===== config.mk =====
export PLATFORM = sky130hd
export DESIGN_NAME = dcd_core
export DESIGN_NICKNAME = d
export VERILOG_FILES = /design/src/logic/dcd_pkg.sv /design/src/logic/dcd_core.sv
export SDC_FILE = /design/constraint.sdc
export NUM_CORES = 1
export LEC_CHECK = 0
export ABC_CLOCK_PERIOD_IN_PS = 4100
export BUFFER_PORTS_ARGS = -buffer_cell sky130_fd_sc_hd__buf_4
export CELL_PAD_IN_SITES_DETAIL_PLACEMENT = 1
export CELL_PAD_IN_SITES_GLOBAL_PLACEMENT = 1
export CORE_ASPECT_RATIO = 1.75
export CORE_MARGIN = 2
export CORE_UTILIZATION = 44
export DETAILED_ROUTE_END_ITERATION = 12
export PLACE_DENSITY = 0.9
export SYNTH_ARGS = -nofsm -noshare
export SYNTH_HDL_FRONTEND = slang
export SYNTH_SLANG_ARGS = --single-unit

===== constraint.sdc =====
create_clock -name CORE_CLK_IN -period 4.1 [get_ports CORE_CLK_IN]
set_clock_uncertainty 0.15 [all_clocks]
set_input_delay 0.205 -clock CORE_CLK_IN [delete_from_list [all_inputs] [get_ports CORE_CLK_IN]]
set_output_delay 0.205 -clock CORE_CLK_IN [all_outputs]
set_load 0.02 [all_outputs]

===== src/logic/dcd_pkg.sv =====
// package for the command decode and clock-enable state block
package dcd_pkg;

  // ----------------------------------------
  // field positions and widths
  // ----------------------------------------
  localparam int BA_W       = 3;           // bank address width
  localparam int ADDR_W     = 16;          // address bus width
  localparam int AP_BIT     = 10;          // auto precharge / all banks bit
  localparam int BC_BIT     = 12;          // burst chop bit, low = chop
  localparam int BEATS      = 8;           // beat slots in a burst window
  localparam int BEAT_W     = 3;           // beat counter width
  localparam logic [BEAT_W-1:0] LAST_BEAT = 3'h7;  // final beat slot
  localparam logic [BEAT_W-1:0] CHOP_LAST = 3'h3;  // last driven beat of chop
  localparam logic [2:0] COL_RST    = 3'h0; // column reset value

  // ----------------------------------------
  // timing counts in whole clock edges
  // ----------------------------------------
  localparam int CNT_W                 = 8;     // width of hold counters
  localparam logic [CNT_W-1:0] CKE_MIN_CYC = 8'h03; // default clock-enable hold
  localparam logic [CNT_W-1:0] MRD_CYC     = 8'h04; // default mode-set delay

  // ----------------------------------------
  // decoded commands and power states
  // ----------------------------------------
  typedef enum logic [3:0] {
    DCD_CMD_NOP, DCD_CMD_MRS, DCD_CMD_REF, DCD_CMD_ACT, DCD_CMD_PRE,
    DCD_CMD_PREA, DCD_CMD_ZQL, DCD_CMD_ZQS, DCD_CMD_WR, DCD_CMD_RD,
    DCD_CMD_SRE, DCD_CMD_SRX, DCD_CMD_PDE, DCD_CMD_PDX, DCD_CMD_HOLD,
    DCD_CMD_ILL
  } dcd_cmd_t;

  typedef enum logic [1:0] {
    DCD_PWR_ON, DCD_PWR_PPD, DCD_PWR_APD, DCD_PWR_SR
  } dcd_pwr_t;

  // command pins as sampled at one rising edge
  typedef struct packed {
    logic              cke;
    logic              cs_n;
    logic              ras_n;
    logic              cas_n;
    logic              we_n;
    logic [BA_W-1:0]   ba;
    logic [ADDR_W-1:0] addr;
  } dcd_pins_t;

  // one decoded command, pulsed for a cycle
  typedef struct packed {
    logic              valid;
    dcd_cmd_t          cmd;
    logic [BA_W-1:0]   ba;
    logic [ADDR_W-1:0] addr;
    logic              ap;
    logic              chop;
  } dcd_event_t;

  // burst beat output
  typedef struct packed {
    logic       active;
    logic       is_write;
    logic       drive;
    logic [2:0] col;
  } dcd_beat_t;

endpackage : dcd_pkg


===== src/logic/dcd_core.sv =====
// command decode, burst column order and clock-enable state logic
`timescale 1ns/10ps
`default_nettype none

module dcd_core (
  input  wire logic                     CORE_CLK_IN,      // device clock, rising edge
  input  wire logic                     RST_IN,           // asynchronous reset, high
  input  wire logic                     CKE_IN,           // clock enable pin
  input  wire logic                     CS_N_IN,          // chip select, low active
  input  wire logic                     RAS_N_IN,         // row strobe, low active
  input  wire logic                     CAS_N_IN,         // column strobe, low active
  input  wire logic                     WE_N_IN,          // write enable, low active
  input  wire logic [dcd_pkg::BA_W-1:0] BA_IN,            // bank address
  input  wire logic [dcd_pkg::ADDR_W-1:0] ADDR_IN,        // address bus
  input  wire logic                     ODT_IN,           // termination request
  input  wire logic                     OTF_EN_IN,        // per-command burst length
  input  wire logic                     FIXED_CHOP_IN,    // fixed length is chop-4
  input  wire logic                     INTERLEAVE_IN,    // stored burst type
  input  wire logic                     BANKS_OPEN_IN,    // any bank still open
  output logic                          CMD_VALID_OUT,    // decoded command pulse
  output logic [3:0]                    CMD_CODE_OUT,     // decoded command code
  output logic [dcd_pkg::BA_W-1:0]      CMD_BA_OUT,       // bank of command
  output logic [dcd_pkg::ADDR_W-1:0]    CMD_ADDR_OUT,     // address of command
  output logic                          CMD_AP_OUT,       // auto precharge
  output logic                          CMD_CHOP_OUT,     // chop-4 burst
  output logic                          BURST_ACTIVE_OUT, // beat slot active
  output logic                          BURST_WRITE_OUT,  // slot belongs to a write
  output logic                          DQ_OE_OUT,        // data/strobe drivers on
  output logic [2:0]                    BURST_COL_OUT,    // column of this beat
  output logic [1:0]                    PWR_STATE_OUT,    // power state code
  output logic                          ODT_ACTIVE_OUT,   // termination applied
  output logic                          CKE_HOLD_ERR_OUT, // enable changed too soon
  output logic                          MRD_BUSY_OUT      // mode-set delay running
);
  import dcd_pkg::*;

  // ----------------------------------------
  // input synchronisers
  // ----------------------------------------
  // pins come from the controller; two flops before any logic reads them
  dcd_pins_t pins_s1;   // first stage, read only by the second
  dcd_pins_t pins;      // stable sampled pins
  // idle pin pattern; resetting to it keeps a false enable edge out of the
  // decode, at the cost of a power-down entry if enable is held low after reset
  localparam dcd_pins_t PINS_IDLE = '{cke: 1'b1, cs_n: 1'b1, ras_n: 1'b1, cas_n: 1'b1,
                                      we_n: 1'b1, ba: '0, addr: '0};
  logic      odt_s1;    // first stage of termination request
  logic      odt_s2;    // stable termination request

  // ----------------------------------------
  // block state
  // ----------------------------------------
  typedef struct packed {
    logic              cke_prev;   // enable level at previous edge
    dcd_pwr_t          pwr;        // power state
    dcd_event_t        ev;         // decoded command pulse
    logic              b_act;      // burst running
    logic              b_wr;       // running burst is a write
    logic              b_chop;     // running burst is chop-4
    logic              b_il;       // interleave order latched
    logic [2:0]        b_start;    // starting column
    logic [BEAT_W-1:0] b_beat;     // current beat slot
    logic [CNT_W-1:0]  cke_cnt;    // edges since last enable change
    logic              cke_err;    // enable changed before minimum
    logic [CNT_W-1:0]  mrd_cnt;    // mode-set delay remaining
  } dcd_state_t;

  dcd_state_t st;
  dcd_state_t next_st;

  // ----------------------------------------
  // column order function
  // ----------------------------------------
  // sequential wraps within a nibble, interleave xors; bit 2 flips for
  // the second half of an eight-beat burst
  function automatic logic [2:0] col_of(input logic [2:0] start,
                                        input logic [2:0] beat,
                                        input logic       il);
    logic [1:0] low;
    low = il ? (start[1:0] ^ beat[1:0]) : 2'(start[1:0] + beat[1:0]);
    return {start[2] ^ beat[2], low};
  endfunction : col_of

  // ----------------------------------------
  // synchroniser flops
  // ----------------------------------------
  always_ff @(posedge CORE_CLK_IN or posedge RST_IN)
  begin
    if (RST_IN)
    begin
      // enable high and deselect, the idle levels of the pins
      pins_s1 <= PINS_IDLE;
      pins    <= PINS_IDLE;
      odt_s1  <= 1'b0;
      odt_s2  <= 1'b0;
    end
    else
    begin
      pins_s1 <= '{cke: CKE_IN, cs_n: CS_N_IN, ras_n: RAS_N_IN, cas_n: CAS_N_IN,
                   we_n: WE_N_IN, ba: BA_IN, addr: ADDR_IN};
      pins    <= pins_s1;
      odt_s1  <= ODT_IN;
      odt_s2  <= odt_s1;
    end
  end

  // ----------------------------------------
  // decode and state update
  // ----------------------------------------
  logic       is_nop;    // nop or deselect on the pins
  logic       chop_sel;  // chop chosen for a read or write
  dcd_cmd_t   dec;       // command decoded at this edge

  always_comb
  begin
    next_st = st;
    // deselect and nop fold together, pins behind cs don't matter
    is_nop  = pins.cs_n | (pins.ras_n & pins.cas_n & pins.we_n);
    // per-command length only when enabled; otherwise bit 12 is ignored
    chop_sel = OTF_EN_IN ? ~pins.addr[BC_BIT] : FIXED_CHOP_IN;
    dec     = DCD_CMD_NOP;
    // ---- command table, enable level compared across edges
    unique case ({st.cke_prev, pins.cke})
      2'b11:
      begin
        if (is_nop)
          dec = DCD_CMD_NOP;
        else
          unique case ({pins.ras_n, pins.cas_n, pins.we_n})
            3'b000: dec = DCD_CMD_MRS;
            3'b001: dec = DCD_CMD_REF;
            3'b011: dec = DCD_CMD_ACT;
            3'b010: dec = pins.addr[AP_BIT] ? DCD_CMD_PREA : DCD_CMD_PRE;
            3'b110: dec = pins.addr[AP_BIT] ? DCD_CMD_ZQL : DCD_CMD_ZQS;
            3'b100: dec = DCD_CMD_WR;
            3'b101: dec = DCD_CMD_RD;
            default: dec = DCD_CMD_NOP;
          endcase
      end
      2'b10:
      begin
        // refresh with enable falling: self refresh; nop: power down
        if (!pins.cs_n && !pins.ras_n && !pins.cas_n && pins.we_n)
          dec = DCD_CMD_SRE;
        else if (is_nop)
          dec = DCD_CMD_PDE;
        else
          dec = DCD_CMD_ILL;
      end
      2'b01:
        dec = is_nop ? ((st.pwr == DCD_PWR_SR) ? DCD_CMD_SRX : DCD_CMD_PDX)
                     : DCD_CMD_ILL;
      2'b00:
        dec = DCD_CMD_HOLD;
    endcase
    // ---- event pulse
    next_st.ev.valid = (dec != DCD_CMD_NOP) && (dec != DCD_CMD_HOLD);
    next_st.ev.cmd   = dec;
    next_st.ev.ba    = pins.ba;
    next_st.ev.addr  = pins.addr;
    next_st.ev.ap    = pins.addr[AP_BIT];
    next_st.ev.chop  = chop_sel;
    // ---- power state
    unique case (dec)
      DCD_CMD_SRE: next_st.pwr = DCD_PWR_SR;
      // banks judged at the entry edge itself, even while a burst is still running
      DCD_CMD_PDE: next_st.pwr = BANKS_OPEN_IN ? DCD_PWR_APD : DCD_PWR_PPD;
      DCD_CMD_SRX, DCD_CMD_PDX: next_st.pwr = DCD_PWR_ON;
      default: next_st.pwr = st.pwr;
    endcase
    // ---- burst engine; nothing cuts a running burst
    if (st.b_act)
    begin
      next_st.b_beat = st.b_beat + 3'h1;
      if (st.b_beat == LAST_BEAT)
        next_st.b_act = 1'b0;
    end
    else if (dec == DCD_CMD_RD || dec == DCD_CMD_WR)
    begin
      next_st.b_act  = 1'b1;
      next_st.b_wr   = (dec == DCD_CMD_WR);
      next_st.b_chop = chop_sel;
      next_st.b_il   = INTERLEAVE_IN;
      next_st.b_beat = '0;
      // reads start anywhere; writes keep only bit 2, and only for chop
      if (dec == DCD_CMD_RD)
        next_st.b_start = pins.addr[2:0];
      else
        next_st.b_start = {chop_sel & pins.addr[2], 2'b00};
    end
    // ---- clock-enable hold counter
    if (pins.cke != st.cke_prev)
    begin
      next_st.cke_cnt = 8'h01;
      if (st.cke_cnt < CKE_MIN_CYC)
        next_st.cke_err = 1'b1;
    end
    else if (st.cke_cnt != 8'hff)
      next_st.cke_cnt = st.cke_cnt + 8'h01;
    // ---- mode-set delay counter
    if (dec == DCD_CMD_MRS)
      next_st.mrd_cnt = MRD_CYC;
    else if (st.mrd_cnt != 8'h00)
      next_st.mrd_cnt = st.mrd_cnt - 8'h01;
    next_st.cke_prev = pins.cke;
  end

  // ----------------------------------------
  // state register
  // ----------------------------------------
  always_ff @(posedge CORE_CLK_IN or posedge RST_IN)
  begin
    if (RST_IN)
    begin
      st         <= '0;
      st.pwr     <= DCD_PWR_ON;
      st.b_start <= COL_RST;
      st.cke_cnt <= 8'hff;
      st.cke_prev <= 1'b1;  // matches the idle pins, so no exit is seen
    end
    else
      st <= next_st;
  end

  // ----------------------------------------
  // outputs
  // ----------------------------------------
  logic chop_tail;  // beat in the silent half of a chop
  assign chop_tail = st.b_chop && (st.b_beat > CHOP_LAST);

  assign CMD_VALID_OUT    = st.ev.valid;
  assign CMD_CODE_OUT     = st.ev.cmd;
  assign CMD_BA_OUT       = st.ev.ba;
  assign CMD_ADDR_OUT     = st.ev.addr;
  assign CMD_AP_OUT       = st.ev.ap;
  assign CMD_CHOP_OUT     = st.ev.chop;
  assign BURST_ACTIVE_OUT = st.b_act;
  assign BURST_WRITE_OUT  = st.b_wr;
  // read drivers only, and dark in the tail of a chop
  assign DQ_OE_OUT        = st.b_act && !st.b_wr && !chop_tail;
  // writes run straight, so order flag is ignored for them
  assign BURST_COL_OUT    = col_of(st.b_start, st.b_beat, st.b_il & ~st.b_wr);
  assign PWR_STATE_OUT    = st.pwr;
  // termination never steers the decode above
  assign ODT_ACTIVE_OUT   = odt_s2 && (st.pwr != DCD_PWR_SR);
  assign CKE_HOLD_ERR_OUT = st.cke_err;
  assign MRD_BUSY_OUT     = st.mrd_cnt != 8'h00;
endmodule : dcd_core

`default_nettype wire


Word-level counts from Yosys, hierarchy flattened --
Cells that the tools add are included.
Word-level totals: bits in registers 106, output and inout port bits 37, logic and storage cells 118
Operators by class: magnitude comparators 2, reduce and logical (&&, ||, !) cells 25, multiplexer cells 22, eq/ne operators 22, $add $sub $neg 4, bitwise operators 10
Operators by type and width (count):
- 8-bit two-way mux | 4
- 4-bit one-hot mux with 7 select lines | 1
- 4-bit == test (second input constant) | 6
- 4-bit one-hot mux with 4 select lines | 1
- 3-bit two-way mux | 5
- 3-bit == test (second input constant) | 4
- 10-bit two-way mux | 1
- 8-bit by 1-bit adder with 8-bit output (second input constant) | 1
- 1-bit logical AND | 8
- 8-bit by 2-bit < comparator with 1-bit output (second input constant) | 1
- 8-bit inequality test (second input constant) | 1
- 8-bit nonzero test | 1
- 8-bit by 1-bit subtractor with 8-bit output (second input constant) | 1
- 2-bit == test (second input constant) | 3
- 3-bit by 2-bit == test with 1-bit output (second input constant) | 2
- 2-bit two-way mux | 3
- 2-bit one-hot mux with 3 select lines | 1
- 2-bit nonzero test | 3
- 1-bit logical NOT | 5
- 1-bit two-way mux | 5
- 1-bit AND | 4
- 4-bit by 1-bit == test with 1-bit output (second input constant) | 1
- 4-bit two-way mux | 1
- 4-bit inequality test (second input constant) | 1
- other kinds (18) | 21

Depth between registers and ports, before layout --
depth after elaboration 10, depth in mapped cells 9

Worst setup path before layout --
OpenSTA, ideal clock, no wires.
kind reg2reg, from register st[55] (netlist bit), to register st[23] (netlist bit), library setup time 0.125 ns, arrival 2.193 ns, path buffers 1, stages on the path, launching flop included 10, period minus slack after synthesis 2.468 ns, path slack 1.632 ns, cell sequence dfstp_2 > inv_1 > ha_1 > a311o_1 > a21oi_1 > or2_1 > buf_4 > inv_2 > nor3_4 > mux2_2
On the way: word-level cells in the longest chain between the ends 5, elaborated cells between the ends (all ways) 9
Ends and longest elaborated chain:
- start, declared | line dcd_core.sv:68 | dcd_state_t st;
- start signal, assigned | line dcd_core.sv:222 | st <= next_st;
- 2-bit by 1-bit == test with 1-bit output, or another cell as far along | line dcd_core.sv:123 | unique case ({st.cke_prev, pins.cke})
- 4-bit one-hot mux with 4 select lines (*) | line dcd_core.sv:123
- named net dec[1] | line dcd_core.sv:112 | dcd_cmd_t dec;
- 4-bit == test | line dcd_core.sv:178 | else if (dec == DCD_CMD_RD || dec == DCD_CMD_WR)
- 1-bit logical OR (*) | line dcd_core.sv:178
- 2-bit AND reduction (no line) (*)
Mark *: on every way through the listed nets, which the timed path passes. The rest lies on a longest branch. A chain may end at the register's enable or synchronous reset.

Worst setup path after layout --
from register st[55] (netlist bit), to register st (netlist bit BURST_WRITE_OUT)
On the way: word-level cells in the longest chain between the ends 5, elaborated cells between the ends (all ways) 9
Ends and longest elaborated chain (line):
- 2-bit by 1-bit == test with 1-bit output, or another cell as far along | dcd_core.sv:123
- 4-bit one-hot mux with 4 select lines (*) | dcd_core.sv:123
- named net dec[1] | dcd_core.sv:112
- 4-bit == test (on tied branches) | dcd_core.sv:178, dcd_core.sv:181
- 1-bit logical OR | dcd_core.sv:178
- 2-bit AND reduction (no line)
Marked as above.

==> impl_results.md <==
- Tightest Pin Transition: 0.8280 ns
- Final cycle utilization of the critical path: 67.85%
- Maximum level of the CTS H-tree: 3
- Slowest stage cell, crit path: sky130_fd_sc_hd__dfstp_2
- Initial antenna violation count: 0
- Total core area: around 0.0087 mm2
- Initial core utilization: a little under half
- Antenna-violating nets left: 0
- Critical register-to-register path startpoint: st[55]
- Width of the chip: 75.80 um
- Synth Area in XOR/XNOR: 2.207%
- Utilization after layout: between 50% and 60%
- End of the worst register-to-register path: BURST_WRITE_OUT
- Hold violation total from the final report: 0
- Share of cells above drive strength 1: 29.69%
- Relative slew slack: 44.29%
- Placed Cells: 457
- Summed area of non-filler cells in the final layout: 0.005001 mm2
- Global route overflow: 0
- Area leader, netlist: sky130_fd_sc_hd__dfrtp_1
- Boundary pin count: 68
- Post-Layout Cell Count: 501
- VDD IR max: 0.2971 mV
- Area share of the largest cell type after synthesis: 54.22%
- Register bit total from synthesis: 105
- Number of sinks driven by the clock tree: 105
- Post-layout net count: between 400 and 500
- Category of the worst setup path launch point: register
- Share of synthesized cell area in and, or, nand and nor gates: between 10% and 20%
- Result of the run: completed
- Complex-gate fraction of the synthesized area: 7.976%
- Area growth from synthesis to layout: 26.01%
- Maximum achievable frequency: ~360 MHz
- Setup slack after layout: 1.318 ns
- Clock share of power: 31.5%
- Primary flip-flop cell chosen by synthesis mapping: sky130_fd_sc_hd__dfrtp_1
- Vias in the first global route: 2,756
- Std cell rows: 45
- Instance count of the mapped netlist: 304
- Commonest cells in the netlist: 86 x sky130_fd_sc_hd__dfrtp_1, 27 x sky130_fd_sc_hd__buf_4, 22 x sky130_fd_sc_hd__nor2_1
- Cell variety after synth: 54
- Kind of critical path: reg -> reg
- Total placed instance area: ~0.0044 mm2
- Post-synthesis sequential area ratio: 66.80%
- Portion of netlist area occupied by mux cells: 1.639%
- Final Slew Violations: 0
- Hold-critical path depth: 3
- Part of the total power dissipated in combinational logic: 22.3%
- Chip Height: between 100 and 150 um
- Adder-Cell Fraction of Synth Area: 3.153%
- Number of setup buffers added after CTS: 0
- Net load switching power: a little under 0.9 mW
- Gpl congestion: 0.7739
- Required time of the critical path: 4.17 ns
- Number of clock buffers inserted by TritonCTS: 9
- Initial detailed-routing violation count: between 100 and 150
- Post-Synthesis Cell Area: 0.003969 mm2
- Antenna cell count: 0
- Unrepaired setup endpoints after global routing: no
- Dpl hpwl: 5782 um
- Worst stage delay on the critical path: approximately 0.55 ns
- Port bufs: 67
- Ratio of routed vias to standard cells: 5.098
- Final setup violation count: 0
- Worst slack after detailed placement: 1.345 ns
- Slack of the worst reg-to-reg path: 1.32 ns
- Root Driver: sky130_fd_sc_hd__clkbuf_16
- Share of async-settable or async-resettable flops after synthesis: between 90% and 100%
- P_leak: 2.259 nW
- Cells along the critical path: inv_1 > ha_1 > a311o_1 > a21oi_1 > or2_1 > inv_2 > nor3_4 > mux2_2
- DR vias: between 2,000 and 3,000
- Number of enable-type register cells in the synthesized netlist: 0
- Minimum clock period after layout: 2.782 ns
- Final Power: 2.857 mW
- Flip-flop and latch area: ~0.0027 mm2
- Biggest area contributors in the synthesized netlist: sky130_fd_sc_hd__dfrtp_1 54%, sky130_fd_sc_hd__dfstp_2 13%, sky130_fd_sc_hd__buf_4 5.1%
- CTS-repair resized insts: 0
- Worst r2r path cells: 8
- Ratio of total power to cell area: about 570 mW/mm2
- Clock tree from TritonCTS: built
- Multi-input gate area in the final layout: 0.001023 mm2
- WL per Instance: ~16 um
- Combined global-route utilization of all metal layers: 18.73%
- Max-cap check violation count: 0
- Largest fanout on the critical path: 7
- Residual DRC count: 0
- Share of total power in sequential cells: 46.2%
- Number of nets in the synthesized netlist: ~350
- Filler instances: between 800 and 900
- Min-Delay Path Class: in -> reg
- Area enclosed by the die boundary: 0.009826 mm2
- Wire length of the first global-routing pass: 13,430 um
- Kind of capture point of the worst setup path: register
- Initial DRT Pass Iterations: 4
- Hold_sp: BANKS_OPEN_IN
- Clock slew at reported path FFs: 0.07 ns
- Most instantiated library cell after synthesis: sky130_fd_sc_hd__dfrtp_1
- Largest net degree at the start of global routing: 71
- Buffer depth of the longest clock path: 2
- Dominant combinational cell family by area after synthesis: simple AND/OR/NAND/NOR gates
- Capture endpoint of the worst hold path: PWR_STATE_OUT[0]
- Aggregate routed wire length: slightly above 8000 um
- Critical path arrival: 2.86 ns
- Total number of yosys warnings: 0
- Synth Area per Inst: approximately 13 um2
- Net switching fraction of the power: 30.36%
- Clock insertion delay at the later pin of the skew report: 0.34 ns
- Tightest hold margin: around 0.015 ns
- Int Power: 1.990 mW
- Total negative setup slack: 0 ns
==> worst max-delay path by stage <==
| stage | cells past startpoint | slack (ns) | end | start |
|---|---|---|---|---|
| floorplan | 1 | 1.02 | BURST_ACTIVE_OUT | RST_IN |
| global placement | 8 | 1.51 | st[24] | st[55] |
| detailed placement | 8 | 1.35 | st[24] | st[55] |
| CTS | 8 | 1.32 | BURST_WRITE_OUT | st[55] |
| global route | 8 | 1.16 | BURST_WRITE_OUT | st[55] |
| finish | 8 | 1.32 | BURST_WRITE_OUT | st[55] |
==> worst max-delay path: cells and delay by family, from the launching register on <==
family	cells	cell delay, ns
compound gates	2	0.55
fa+ha+maj	1	0.25
buf+inv	2	0.17
simple gates	2	0.61
flops	1	0.55
mux	1	0.38
==> cell usage in the layout, fill, tap and decap left out, types with 2 or more instances in the layout <==
cell                            netlist  layout
sky130_fd_sc_hd__mux2i_1              2       2
sky130_fd_sc_hd__or3_1                3       3
sky130_fd_sc_hd__nor3b_1              4       4
sky130_fd_sc_hd__o22ai_1              2       2
sky130_fd_sc_hd__o21a_1               2       2
sky130_fd_sc_hd__clkbuf_16            0       9
sky130_fd_sc_hd__dlygate4sd3_1        0      28
sky130_fd_sc_hd__inv_6                0       2
sky130_fd_sc_hd__nand2b_1             6       6
sky130_fd_sc_hd__nor4_1               3       3
sky130_fd_sc_hd__and3_1               3       3
sky130_fd_sc_hd__mux2_2               4       4
sky130_fd_sc_hd__a311oi_1             2       2
sky130_fd_sc_hd__nand3_1              3       3
sky130_fd_sc_hd__ha_1                10      10
sky130_fd_sc_hd__nor2b_1              4       4
sky130_fd_sc_hd__o21ai_0              9       9
sky130_fd_sc_hd__o32ai_1              2       2
sky130_fd_sc_hd__nand2_1             11      11
sky130_fd_sc_hd__xnor2_1              5       5
sky130_fd_sc_hd__a21o_1               3       3
sky130_fd_sc_hd__nand4_1              3       3
sky130_fd_sc_hd__inv_1               16      15
sky130_fd_sc_hd__buf_4               27      68
sky130_fd_sc_hd__xor2_1               5       5
sky130_fd_sc_hd__and2_1               3       3
sky130_fd_sc_hd__dfrtp_1             86      86
sky130_fd_sc_hd__dfstp_2             19      19
sky130_fd_sc_hd__nor3_1               3       3
sky130_fd_sc_hd__a31oi_1              3       3
sky130_fd_sc_hd__nand3b_1             2       2
sky130_fd_sc_hd__a21oi_1             11      11
sky130_fd_sc_hd__nor2_1              22      22
==> kinds of logic (layout without fill, tap and decap cells) <==
| group | Yosys count | in the layout |
|---|---|---|
| DFF | 105 | 105 |
| xor gates and xnor gates | 10 | 10 |
| adders and majority gates | 10 | 10 |
| and+or+nand+nor | 78 | 78 |
| muxes | 6 | 6 |
| AOI/OAI and AO/OA | 46 | 46 |
| buffers and inverters | 49 | 129 |
==> power groups by stage <==
stage | Sequential, mW | Combinational, mW | Clock, mW
3_3_place_gp | 1.32 | 0.584 | 0
5_1_grt | 1.34 | 0.705 | 0.957
2_1_floorplan | 1.29 | 0.459 | 0
4_1_cts | 1.32 | 0.647 | 0.915
6_report | 1.32 | 0.637 | 0.900
3_5_place_dp | 1.34 | 0.622 | 0
==> routing by layer <==
layer	part of all wire, %	up-vias	track usage, %
li1	-	1158	-
met1	36	1312	19.49
met2	59	64	34.43
met3	2.6	20	3.499
met4	2.7	0	8.978
met5	0	-	0
==> what timing repair did <==
| item | CTS | global route |
|---|---|---|
| endpoints found under the hold margin | 77 | 0 |
| endpoints found under the setup margin | 0 | 0 |
| hold buffers | 28 | 0 |
==> state kept, by name, indices dropped and copies added (netlist names) <==
name / flops
BURST_ACTIVE_OUT: 1
BURST_WRITE_OUT: 1
CKE_HOLD_ERR_OUT: 1
CMD_ADDR_OUT: 16
CMD_BA_OUT: 3
CMD_CHOP_OUT: 1
CMD_CODE_OUT: 4
CMD_VALID_OUT: 1
PWR_STATE_OUT: 2
next_st: 20
odt_s1: 1
odt_s2: 1
pins: 4
pins_s1: 24
st: 25
==> final cells by class <==
cell class                      instances  area share [%]
Tap cell                              117           2.927
Sequential cell                       105           53.01
Timing Repair Buffer                   96           15.81
Inverter                               17           1.326
Clock buffer                           10           4.779
Multi-Input combinational cell        150           20.47
Clock inverter                          6           1.676
Power figures use the tool's default switching activity.
